**src/hw/lsdc_consts.vh**
```
`ifndef LSDC_CONSTS_VH
`define LSDC_CONSTS_VH
// Port address that reaches the mode register
`define LSDC_MODE_PORT 4'hB
// Mode register reset value
`define LSDC_MODE_RESET 4'h0
// Mode field positions
`define LSDC_ROW_BIT 3
`define LSDC_SCAN_BIT 2
// Parallel-output mode code in the low three bits
`define LSDC_MODE_PAR 3'h1
// Scan-length codes
`define LSDC_LEN_4 2'h0
`define LSDC_LEN_5 2'h1
`define LSDC_LEN_6 2'h2
`define LSDC_LEN_8 2'h3
// Machine cycles each digit is driven
`define LSDC_DIGIT_CYCLES 13
// Buffer columns for the parallel-output pair
`define LSDC_PAR_LO_COL 4'hE
`define LSDC_PAR_HI_COL 4'hF
`endif

```
**src/hw/lsdc_ram.v**
```verilog
`timescale 1ns/10ps
`default_nettype none
// Display-buffer RAM, two read ports with registered outputs
module lsdc_ram #(
    parameter ADDR_W = 6,
    parameter DEPTH = 48
) (
    input wire sys_clk,
    input wire wr_en,
    input wire [ADDR_W-1:0] wr_addr,
    input wire [3:0] wr_data,
    input wire [ADDR_W-1:0] rd_addr_a,
    input wire [ADDR_W-1:0] rd_addr_b,
    output reg [3:0] rd_data_a,
    output reg [3:0] rd_data_b
);
    reg [3:0] mem [0:DEPTH-1];

    // Write port and registered reads
    always @(posedge sys_clk) begin
        if (wr_en) begin
            mem[wr_addr] <= wr_data;
        end
        rd_data_a <= mem[rd_addr_a];
        rd_data_b <= mem[rd_addr_b];
    end
endmodule
`default_nettype wire

```
**src/hw/lsdc_ctrl.v**
```verilog
// Notes on behaviour
// RULE1: Selector decodes digit index, copies its RAM nibble pair to segments, enables its drive.
// RULE2: Each digit is driven 13 machine cycles, then off, then next digit, forever.
// RULE3: Mode register loads accumulator on port-output instruction with port address B.
// RULE4: Mode 0000 stops scan, segments all high, digit drives 0-5 off.
// RULE5: Mode 0001 latches columns E and F onto segments, drives 0-3 off.
// RULE6: Mode bit 3 picks buffer row 0 or row 2.
// RULE7: Low bits pick 4, 5, 6 or 8 digits when bit 2 set.
// RULE8: Mode bit 2 selects scanning or latched parallel output.
// RULE9: In 8-digit mode strobes 6 and 7 drive port 4 bits 0 and 1.
// RULE10: Digit lines 4 and 5 follow port 2 bits when not scanned; the code does this only in parallel mode and drives them off otherwise.
// RULE11: Scan runs on its own, never stalls the processor.
// RULE12: New mode takes effect right after the write.
// RULE13: Digit n uses offsets 2n (segments 0-3) and 2n+1 (segments 4-7).
// RULE14: Unused codes behave as reset mode; register clears to 0000 on reset.
`include "lsdc_consts.vh"
`timescale 1ns/10ps
`default_nettype none
module lsdc_ctrl #(
    parameter DIGIT_CYCLES = `LSDC_DIGIT_CYCLES
) (
    input wire sys_clk,
    input wire rst_n,
    input wire mcycle_pulse,
    input wire port_output_instruction,
    input wire [3:0] port_addr,
    input wire [3:0] acc_data,
    input wire ram_wr_en,
    input wire [5:0] ram_wr_addr,
    input wire [3:0] ram_wr_data,
    input wire [1:0] high_current_out_bits,
    input wire [1:0] bidir_port_out,
    input wire [1:0] bidir_port_oe,
    output reg [7:0] segment_lines,
    output reg [5:0] digit_drive_lines,
    output reg [1:0] bidir_port_low_bits,
    output reg [1:0] bidir_port_low_bits_oe,
    output reg [3:0] display_mode_select
);
    localparam ST_IDLE = 2'h0;
    localparam ST_LOAD = 2'h1;
    localparam ST_DRIVE = 2'h2;
    localparam ST_FETCH = 2'h3;

    reg [1:0] state;
    reg [2:0] digit_idx;
    reg [4:0] cyc_cnt;
    reg [2:0] last_digit;
    reg [5:0] rd_addr_a;
    reg [5:0] rd_addr_b;
    reg [7:0] strobe;
    reg scan_mode;
    reg par_mode;
    reg [1:0] row;
    wire [3:0] rd_data_a;
    wire [3:0] rd_data_b;
    wire mode_wr;

    // Mode register write decode [RULE3]
    assign mode_wr = port_output_instruction && (port_addr == `LSDC_MODE_PORT);

    // Display buffer storage
    lsdc_ram #(
        .ADDR_W(6),
        .DEPTH(48)
    ) u_ram (
        .sys_clk(sys_clk),
        .wr_en(ram_wr_en),
        .wr_addr(ram_wr_addr),
        .wr_data(ram_wr_data),
        .rd_addr_a(rd_addr_a),
        .rd_addr_b(rd_addr_b),
        .rd_data_a(rd_data_a),
        .rd_data_b(rd_data_b)
    );

    // Mode decode from the register
    always @* begin
        scan_mode = display_mode_select[`LSDC_SCAN_BIT]; // [RULE8]
        par_mode = !display_mode_select[`LSDC_SCAN_BIT] &&
            (display_mode_select[2:0] == `LSDC_MODE_PAR); // [RULE5] [RULE14]
        row = display_mode_select[`LSDC_ROW_BIT] ? 2'h2 : 2'h0; // [RULE6]
        case (display_mode_select[1:0])
            `LSDC_LEN_4: last_digit = 3'h3;
            `LSDC_LEN_5: last_digit = 3'h4;
            `LSDC_LEN_6: last_digit = 3'h5;
            `LSDC_LEN_8: last_digit = 3'h7;
            default: last_digit = 3'h3;
        endcase // [RULE7]
    end

    // Buffer address of the current digit pair
    always @* begin
        if (par_mode) begin
            rd_addr_a = {row, `LSDC_PAR_LO_COL};
            rd_addr_b = {row, `LSDC_PAR_HI_COL};
        end else begin
            rd_addr_a = {row, digit_idx, 1'b0}; // [RULE13]
            rd_addr_b = {row, digit_idx, 1'b1};
        end
    end

    // One-hot digit decoder, only while the digit is being driven
    genvar gi;
    generate
        for (gi = 0; gi < 8; gi = gi + 1) begin : g_dec
            always @* begin
                strobe[gi] = scan_mode && (state == ST_DRIVE) && (digit_idx == gi); // [RULE1]
            end
        end
    endgenerate

    // Scan sequencer; a mode write restarts it at digit 0 at once
    always @(posedge sys_clk) begin
        if (!rst_n) begin
            display_mode_select <= `LSDC_MODE_RESET; // [RULE14]
            state <= ST_IDLE;
            digit_idx <= 3'h0;
            cyc_cnt <= 5'h00;
        end else if (mode_wr) begin
            display_mode_select <= acc_data; // [RULE3] [RULE12]
            state <= ST_IDLE;
            digit_idx <= 3'h0;
            cyc_cnt <= 5'h00;
        end else begin
            case (state)
                ST_IDLE: begin
                    if (scan_mode) begin
                        state <= ST_LOAD;
                    end
                end
                ST_LOAD: begin
                    // RAM read data lands here; drive starts next
                    state <= ST_DRIVE;
                    cyc_cnt <= 5'h00;
                end
                ST_DRIVE: begin
                    if (!scan_mode) begin
                        state <= ST_IDLE;
                    end else if (mcycle_pulse) begin
                        if (cyc_cnt == DIGIT_CYCLES - 1) begin
                            // Drive drops, selector advances [RULE2]
                            // One fetch cycle so the registered read sees the new digit
                            state <= ST_FETCH;
                            cyc_cnt <= 5'h00;
                            digit_idx <= (digit_idx == last_digit) ? 3'h0 : digit_idx + 3'h1; // [RULE7]
                        end else begin
                            cyc_cnt <= cyc_cnt + 5'h01;
                        end
                    end
                end
                ST_FETCH: begin
                    // Buffer read of the new digit pair settles [RULE13]
                    state <= ST_LOAD;
                end
                default: state <= ST_IDLE;
            endcase
        end
    end

    // Registered pin outputs; buffer reads are free-running so the CPU never waits [RULE11]
    always @(posedge sys_clk) begin
        if (!rst_n) begin
            segment_lines <= 8'hFF;
            digit_drive_lines <= 6'h00;
            bidir_port_low_bits <= 2'h0;
            bidir_port_low_bits_oe <= 2'h0;
        end else begin
            if (scan_mode) begin
                if (state == ST_LOAD) begin
                    segment_lines <= {rd_data_b, rd_data_a}; // [RULE1] [RULE13]
                end
            end else if (par_mode) begin
                segment_lines <= {rd_data_b, rd_data_a}; // [RULE5]
            end else begin
                segment_lines <= 8'hFF; // [RULE4] [RULE14]
            end
            digit_drive_lines[3:0] <= strobe[3:0]; // [RULE4] [RULE5]
            // Lines 4 and 5 fall back to port 2 when unscanned in parallel mode, else stay off [RULE10]
            if (scan_mode && display_mode_select[1:0] != `LSDC_LEN_4) begin
                digit_drive_lines[4] <= strobe[4];
            end else begin
                digit_drive_lines[4] <= par_mode ? high_current_out_bits[0] : 1'b0;
            end
            if (scan_mode && display_mode_select[1]) begin
                digit_drive_lines[5] <= strobe[5];
            end else begin
                digit_drive_lines[5] <= par_mode ? high_current_out_bits[1] : 1'b0;
            end
            // Extra strobes take over port 4 low bits [RULE9]
            if (scan_mode && display_mode_select[1:0] == `LSDC_LEN_8) begin
                bidir_port_low_bits <= strobe[7:6];
                bidir_port_low_bits_oe <= 2'h3;
            end else begin
                bidir_port_low_bits <= bidir_port_out;
                bidir_port_low_bits_oe <= bidir_port_oe;
            end
        end
    end
endmodule
`default_nettype wire

```
**config.mk**
```make
export PLATFORM = sky130hd
export DESIGN_NAME = lsdc_ctrl
export DESIGN_NICKNAME = d
export VERILOG_FILES = /design/src/hw/lsdc_ram.v /design/src/hw/lsdc_ctrl.v
export VERILOG_INCLUDE_DIRS = /design/src /design/src/hw
export SDC_FILE = /design/constraint.sdc
export NUM_CORES = 1
export LEC_CHECK = 0
export ABC_AREA = 1
export BUFFER_PORTS_ARGS = -buffer_cell sky130_fd_sc_hd__buf_2
export CORE_UTILIZATION = 62
export CTS_CLUSTER_SIZE = 24
export DETAILED_ROUTE_END_ITERATION = 10
export HOLD_SLACK_MARGIN = 0.08
export PLACE_DENSITY = 0.76
export SYNTH_ARGS = -nofsm -noshare
export SYNTH_HDL_FRONTEND = slang
export SYNTH_HIERARCHICAL = 1
export SYNTH_SLANG_ARGS = --single-unit
export TNS_END_PERCENT = 100
```
**constraint.sdc**
```tcl
create_clock -name sys_clk -period 2.2 [get_ports sys_clk]
set_input_delay 0.44 -clock sys_clk [delete_from_list [all_inputs] [get_ports sys_clk]]
set_output_delay 0.44 -clock sys_clk [all_outputs]
set_load 0.02 [all_outputs]
```
* After elaboration in Yosys (flattened, before gate mapping)
Memory sizes are Yosys's and may differ from the RTL's. A register that Yosys moved wholly into a read port is not among the register bits. Index checks and enable logic that the tools add are counted.
Storage, ports and cells: register bits after elaboration 32, memory bits (writable) 192, bits of input ports 29, output and inout port bits 22, logic and storage cells 84, memories 1
Memory list:
- u_ram.mem | words 48, width 4, read ports 2, clocked after memory_dff 2, write ports 1, line lsdc_ram.v:17 | reg [3:0] mem [0:DEPTH-1];
Operators by class: add/subtract/negate cells 2, equal/unequal tests 23, muxes and demuxes 25, bitwise logic cells 1, reduce and logical (&&, ||, !) cells 24
Operators with widths (count):
- $mux W8 | 3
- $mux W5 | 3
- $logic_and A1 B1 Y1 | 14
- $mux W2 | 7
- $eq A3 B3 Y1 const B | 4
- $pmux W3 S4 | 1
- $pmux W5 S2 | 1
- $eq A2 B2 Y1 const B | 4
- $mux W4 | 2
- $pmux W2 S4 | 1
- $eq A3 B1 Y1 const B | 2
- $eq A3 B2 Y1 const B | 2
- $mux W1 | 6
- $ne A2 B2 Y1 const B | 3
- $reduce_and A3 Y1 | 2
- $add A5 B1 Y5 const B | 1
- $eq A5 B4 Y1 const B | 1
- $eq A2 B1 Y1 const B | 2
- $eq A4 B4 Y1 const B | 1
- $logic_not A2 Y1 | 2
- $reduce_and A4 Y1 | 1
- $reduce_bool A2 Y1 | 2
- $add A3 B1 Y3 const B | 1
- $eq A3 B3 Y1 | 1
- other kinds (8) | 8

* Logic depth before layout (Yosys ltp)
depth in word-level cells 5, gate-level depth with buffers 16

* Cells and area by module
The synthesis kept the hierarchy.
By module, submodules not included:
- lsdc_ram | times used 1, cells each 1127, area an instance 10136.0 um2, seq. area each 5925.7 um2
- lsdc_ctrl | times used 1, cells each 211, area an instance 1570.3 um2, seq. area each 640.6 um2

* Worst setup path before layout
No wires, ideal clock.
path kind register to register, from reg display_mode_select[1], to reg u_ram.rd_data_b[2], read port of u_ram.mem, arrival time 1932 ps, data required time 2087 ps, setup slack 155 ps, stages on the path, launching flop included 17, cell sequence dfxtp_1 -> inv_1 -> ha_1 -> inv_1 -> nor2_1 -> inv_1 -> nand2_1 -> buf_4 -> inv_1 -> buf_2 -> nand3_1 -> nand3_1 -> nand2_1 -> nand2_1 -> nand3_1 -> nand3_1 -> nand2_1
Between the ends: word-level cells in the longest chain between the ends 3
RTL lines:
- start, declared | line lsdc_ctrl.v:38 | output reg [3:0] display_mode_select
- start signal, assigned | line lsdc_ctrl.v:116 | display_mode_select <= `LSDC_MODE_RESET;
- start signal, assigned | line lsdc_ctrl.v:121 | display_mode_select <= acc_data;
- $eq A3 B1 Y1 (no source line)
- $logic_and A1 B1 Y1 | line lsdc_ctrl.v:80 | par_mode = !display_mode_select[`LSDC_SCAN_BIT] &&
- $mux W4 | line lsdc_ctrl.v:94 | if (par_mode) begin
- end, declared | line lsdc_ram.v:15 | output reg [3:0] rd_data_b
No other way between the ends. A chain may end at the register's enable or synchronous reset.

* Worst setup path after layout
from reg display_mode_select[1], to reg u_ram.rd_data_a[3], read port of u_ram.mem
Between the ends: word-level cells in the longest chain between the ends 3
RTL lines:
- $eq A3 B1 Y1 (no source line)
- $logic_and A1 B1 Y1 | line lsdc_ctrl.v:80
- $mux W4 | line lsdc_ctrl.v:94
- named net rd_addr_a[2] | line lsdc_ctrl.v:49 | reg [5:0] rd_addr_a;
- end, declared | line lsdc_ram.v:14 | output reg [3:0] rd_data_a,
The timed path passes the listed nets, and every way through them passes these cells.

==> flow_summary.ini <==
[outcome]
outcome = finished, final reports clean

[floorplanning]
die_x_um = 139
die_area_um2 = 19400
initial_util_pct = 64.3
chipHeight_um = 139
fp.coreArea_um2 = 18200
rows = 49
floorplan.io_pins = 51

[sta]
max-slew-margin-rel_pct = 59.0
tightestPinTransition_ps = 615
fin_setup_tns_ps = 0
fin_worst_skew_ps = 17.7
setup_viol_count_final = 0
final_period_minus_worst_setup_slack_ps = 2100
rsz0062_at_grt = false
hold_viol_final = 0
final.period_utilization_pct = 95.3
clock.fmax_mhz = 477
slew_violations = 0

[drt]
totalWireLength_um = 31800
antenna_left = 0
first_iter_violations = 1722
detail_routed_net_length_per_standard_cell_um = 19.3
via_count = 10000
drc = 0
first_pass_iters = 8
viasPerCell = 6.09

[grt]
gr-usage-all-layers_pct = 31.8
global_route_wire_length_before_repair_um = 47900
globalRouteOverflowTotal = 0
grt_start_max_net_pins = 127
via_count_of_the_first_global_routing_pass = 8862
antenna_found_initial = 0

[critical_path]
cp_data_arrival_time_ps = 2490
critical-path-slowest-cell = sky130_fd_sc_hd__dfxtp_2
critical_path.most_common_cell = sky130_fd_sc_hd__nand2_1
worst_path_largest_cell_delay_ps = 330
r2r_cells = 14
cpLargestDelayFamily = simple AND/OR/NAND/NOR gates
rr_startpoint = display_mode_select[1]$_SDFFE_PN0P_
critical_path_buf_inv_count = 5
end_kind = register
crit_chain = inv_1, ha_1, inv_1, nor2_1, inv_2, nand2_1, inv_1, buf_6, nand3_1, nand2_1, nand2_1, nand3_1, nand3_1, nand2_1
critical_path_required_ps = 2600
critical_path_depth = 14
cp_max_fo = 16
crit_type = register to register
crit_start = display_mode_select[1]$_SDFFE_PN0P_
startpoint_type = register

[layout]
final_nets = 1446
flow.area_growth_from_synthesis_pct = 12.7
antenna-diode-count = 0
multi_input_logic_area_um2 = 4430
ff_latch_area_um2 = 6570
finish.cell_count_without_fillers = 1649
n_fill_cell = 1371
share_of_final_layout_standard_cells_stronger_than_drive_strength_1_pct = 11.2

[placement]
gp_routability_congestion = 0.923
place_hpwl_um = 19700
placement.io_buffers = 50
place.detailed.instances = 1600

[logic_synthesis]
synth-main-ff-cell = sky130_fd_sc_hd__edfxtp_1
asyncSetResetFlopFracSynth_pct = 0
synth_cells = 1338
synth.distinct_cells = 29
postSynthAreaPerCell_um2 = 8.75
yosys_register_bits = 232
yosysMostFrequentCell = sky130_fd_sc_hd__nand2_1
synth.cells.most_frequent = sky130_fd_sc_hd__nand2_1 (419), sky130_fd_sc_hd__nand3_1 (286), sky130_fd_sc_hd__edfxtp_1 (192)
synth_area_leaders = sky130_fd_sc_hd__edfxtp_1 (49%), sky130_fd_sc_hd__nand2_1 (13%), sky130_fd_sc_hd__nand3_1 (12%), sky130_fd_sc_hd__dfxtp_1 (6.8%), sky130_fd_sc_hd__inv_1 (2.3%)
synth_top_area_cell = sky130_fd_sc_hd__edfxtp_1
post-synth-top-area-fraction_pct = 49.3
cell_area_after_synthesis_um2 = 11700
synth-seq-area-share_pct = 56.1
synth-edff-count = 192
yosys_warnings = 6

[power]
p_switching_mw = 2.28
intPower_mw = 7.46
cellPowerDensity_nw_per_um2 = 739
clockPowerShare_pct = 41.1
power_switching_share_pct = 23.4
power.share.sequential_pct = 49.8
vdd_ir_drop_max_uv = 706
power_frac_comb_pct = 9.1
leakage_component_of_the_power_nw = 5.27

[job]
max_capacitance_violation_total = 0

[clocking]
clock_tree.buffer_depth = 3
worst_skew_pair.late_latency_ps = 530
cts.clk_slew.worst_paths_ps = 60
cts_tree = yes
clock_sinks = 232
clock_tree.root_cell = sky130_fd_sc_hd__clkbuf_16
numCtsBuffers = 24
cts.htree.levels = 1

[hold_path]
hold-path-cell-count = 3
min_from = high_current_out_bits[1]
min-delay-path-class = input pin to register
-- path summary, 6_finish.rpt --
| path | end | slack (ps) |
|---|---|---|
| worst min-delay path | digit_drive_lines[5]$_SDFF_PN0_ | 140 |
| worst max-delay path | u_ram/rd_data_a[3]$_DFF_P_ | 100 |
| worst max register to register | u_ram/rd_data_a[3]$_DFF_P_ | 100 |
| worst min register to register | segment_lines[2]$_SDFFE_PN1P_ | 440 |
-- tightest hold or removal path: cells and delay by family --
family / cells / cell delay (ps)
AO/OA/AOI/OAI: 1 / 60
buffers and inverters: 1 / 70
AND/OR/NAND/NOR: 1 / 60
-- sequential cells by signal, summed over array words and instances, names as in the netlist --
name	count
display_mode_select	4
u_ram/mem	192
digit_drive_lines	6
digit_idx	3
bidir_port_low_bits_oe	2
cyc_cnt	5
state	2
u_ram/rd_data_a	4
bidir_port_low_bits	2
u_ram/rd_data_b	4
segment_lines	8
-- layout make-up --
cell class | instances | share of cell area, %
Sequential cell | 232 | 49.8
Multi-Input combinational cell | 958 | 33.6
Timing Repair Buffer | 110 | 6.21
Clock buffer | 35 | 5.18
Inverter | 76 | 2.28
Tap cell | 229 | 2.17
Clock inverter | 9 | 0.731
-- per-stage QoR --
stage / utilization (%) / worst slack [ps] / instance area, um2 / power (mW) / hold WS [ps]
after floorplan: - / 155 / 11700 / 5.54 / 406
after global placement: 67.4 / 118 / 12300 / 5.72 / 435
after detailed placement: 67.4 / 87.2 / 12300 / 5.74 / 428
after CTS: 71.6 / 61.5 / 13000 / 9.66 / 140
after global routing: 72.4 / 5.26 / 13200 / 10.0 / 144
final: 72.4 / 104 / 13200 / 9.74 / 141
-- cell families (layout without fill, tap and decap cells) --
group / count (synthesis) / in the layout / synth area share [%]
simple gates: 796 / 796 / 29.2
flops: 232 / 232 / 56.1
buf+inv: 158 / 230 / 6.51
compound gates: 133 / 133 / 6.35
fa+ha+maj: 15 / 15 / 1.60
other cells: 2 / 12 / 0.0642
xor+xnor: 2 / 2 / 0.150
-- power by group through the flow --
| stage | clock (mW) | combinational, mW | sequential (mW) |
|---|---|---|---|
| 2_1_floorplan | 0 | 0.594 | 4.94 |
| 3_3_place_gp | 0 | 0.781 | 4.94 |
| 3_5_place_dp | 0 | 0.791 | 4.95 |
| 4_1_cts | 4.01 | 0.797 | 4.85 |
| 5_1_grt | 4.17 | 0.971 | 4.86 |
| 6_report | 4.01 | 0.882 | 4.85 |
-- placed cells by master (no fill, tap or decap), types with 4 or more instances in the layout --
master / instances
sky130_fd_sc_hd__edfxtp_1: 192
sky130_fd_sc_hd__nand2_1: 417
sky130_fd_sc_hd__a21oi_1: 49
sky130_fd_sc_hd__nor2_1: 68
sky130_fd_sc_hd__buf_2: 50
sky130_fd_sc_hd__inv_1: 69
sky130_fd_sc_hd__nand4_1: 9
sky130_fd_sc_hd__o21ai_1: 4
sky130_fd_sc_hd__nand3_1: 286
sky130_fd_sc_hd__dfxtp_1: 39
sky130_fd_sc_hd__clkbuf_16: 29
sky130_fd_sc_hd__clkbuf_1: 8
sky130_fd_sc_hd__ha_1: 15
sky130_fd_sc_hd__o21ai_0: 49
sky130_fd_sc_hd__buf_4: 52
sky130_fd_sc_hd__o211ai_1: 28
sky130_fd_sc_hd__nor4_1: 8
sky130_fd_sc_hd__conb_1: 12
sky130_fd_sc_hd__clkinvlp_4: 4
-- layer usage --
| layer | vias up | track usage (%) | wire, um |
|---|---|---|---|
| met5 | - | 0 | 0 |
| met4 | 0 | 10.5 | 988 |
| met3 | 71 | 5.51 | 3930 |
| met2 | 655 | 49.0 | 14000 |
| met1 | 4632 | 46.0 | 12800 |
| li1 | 4688 | - | - |
-- what timing repair did --
item                                   4_1_cts  5_1_grt
buffers inserted                             0        1
resized for setup                            0        9
setup endpoints to repair                    0        8
hold buffers                                 0        0
endpoints found under the hold margin        0        0
Power figures use the tool's default switching activity.
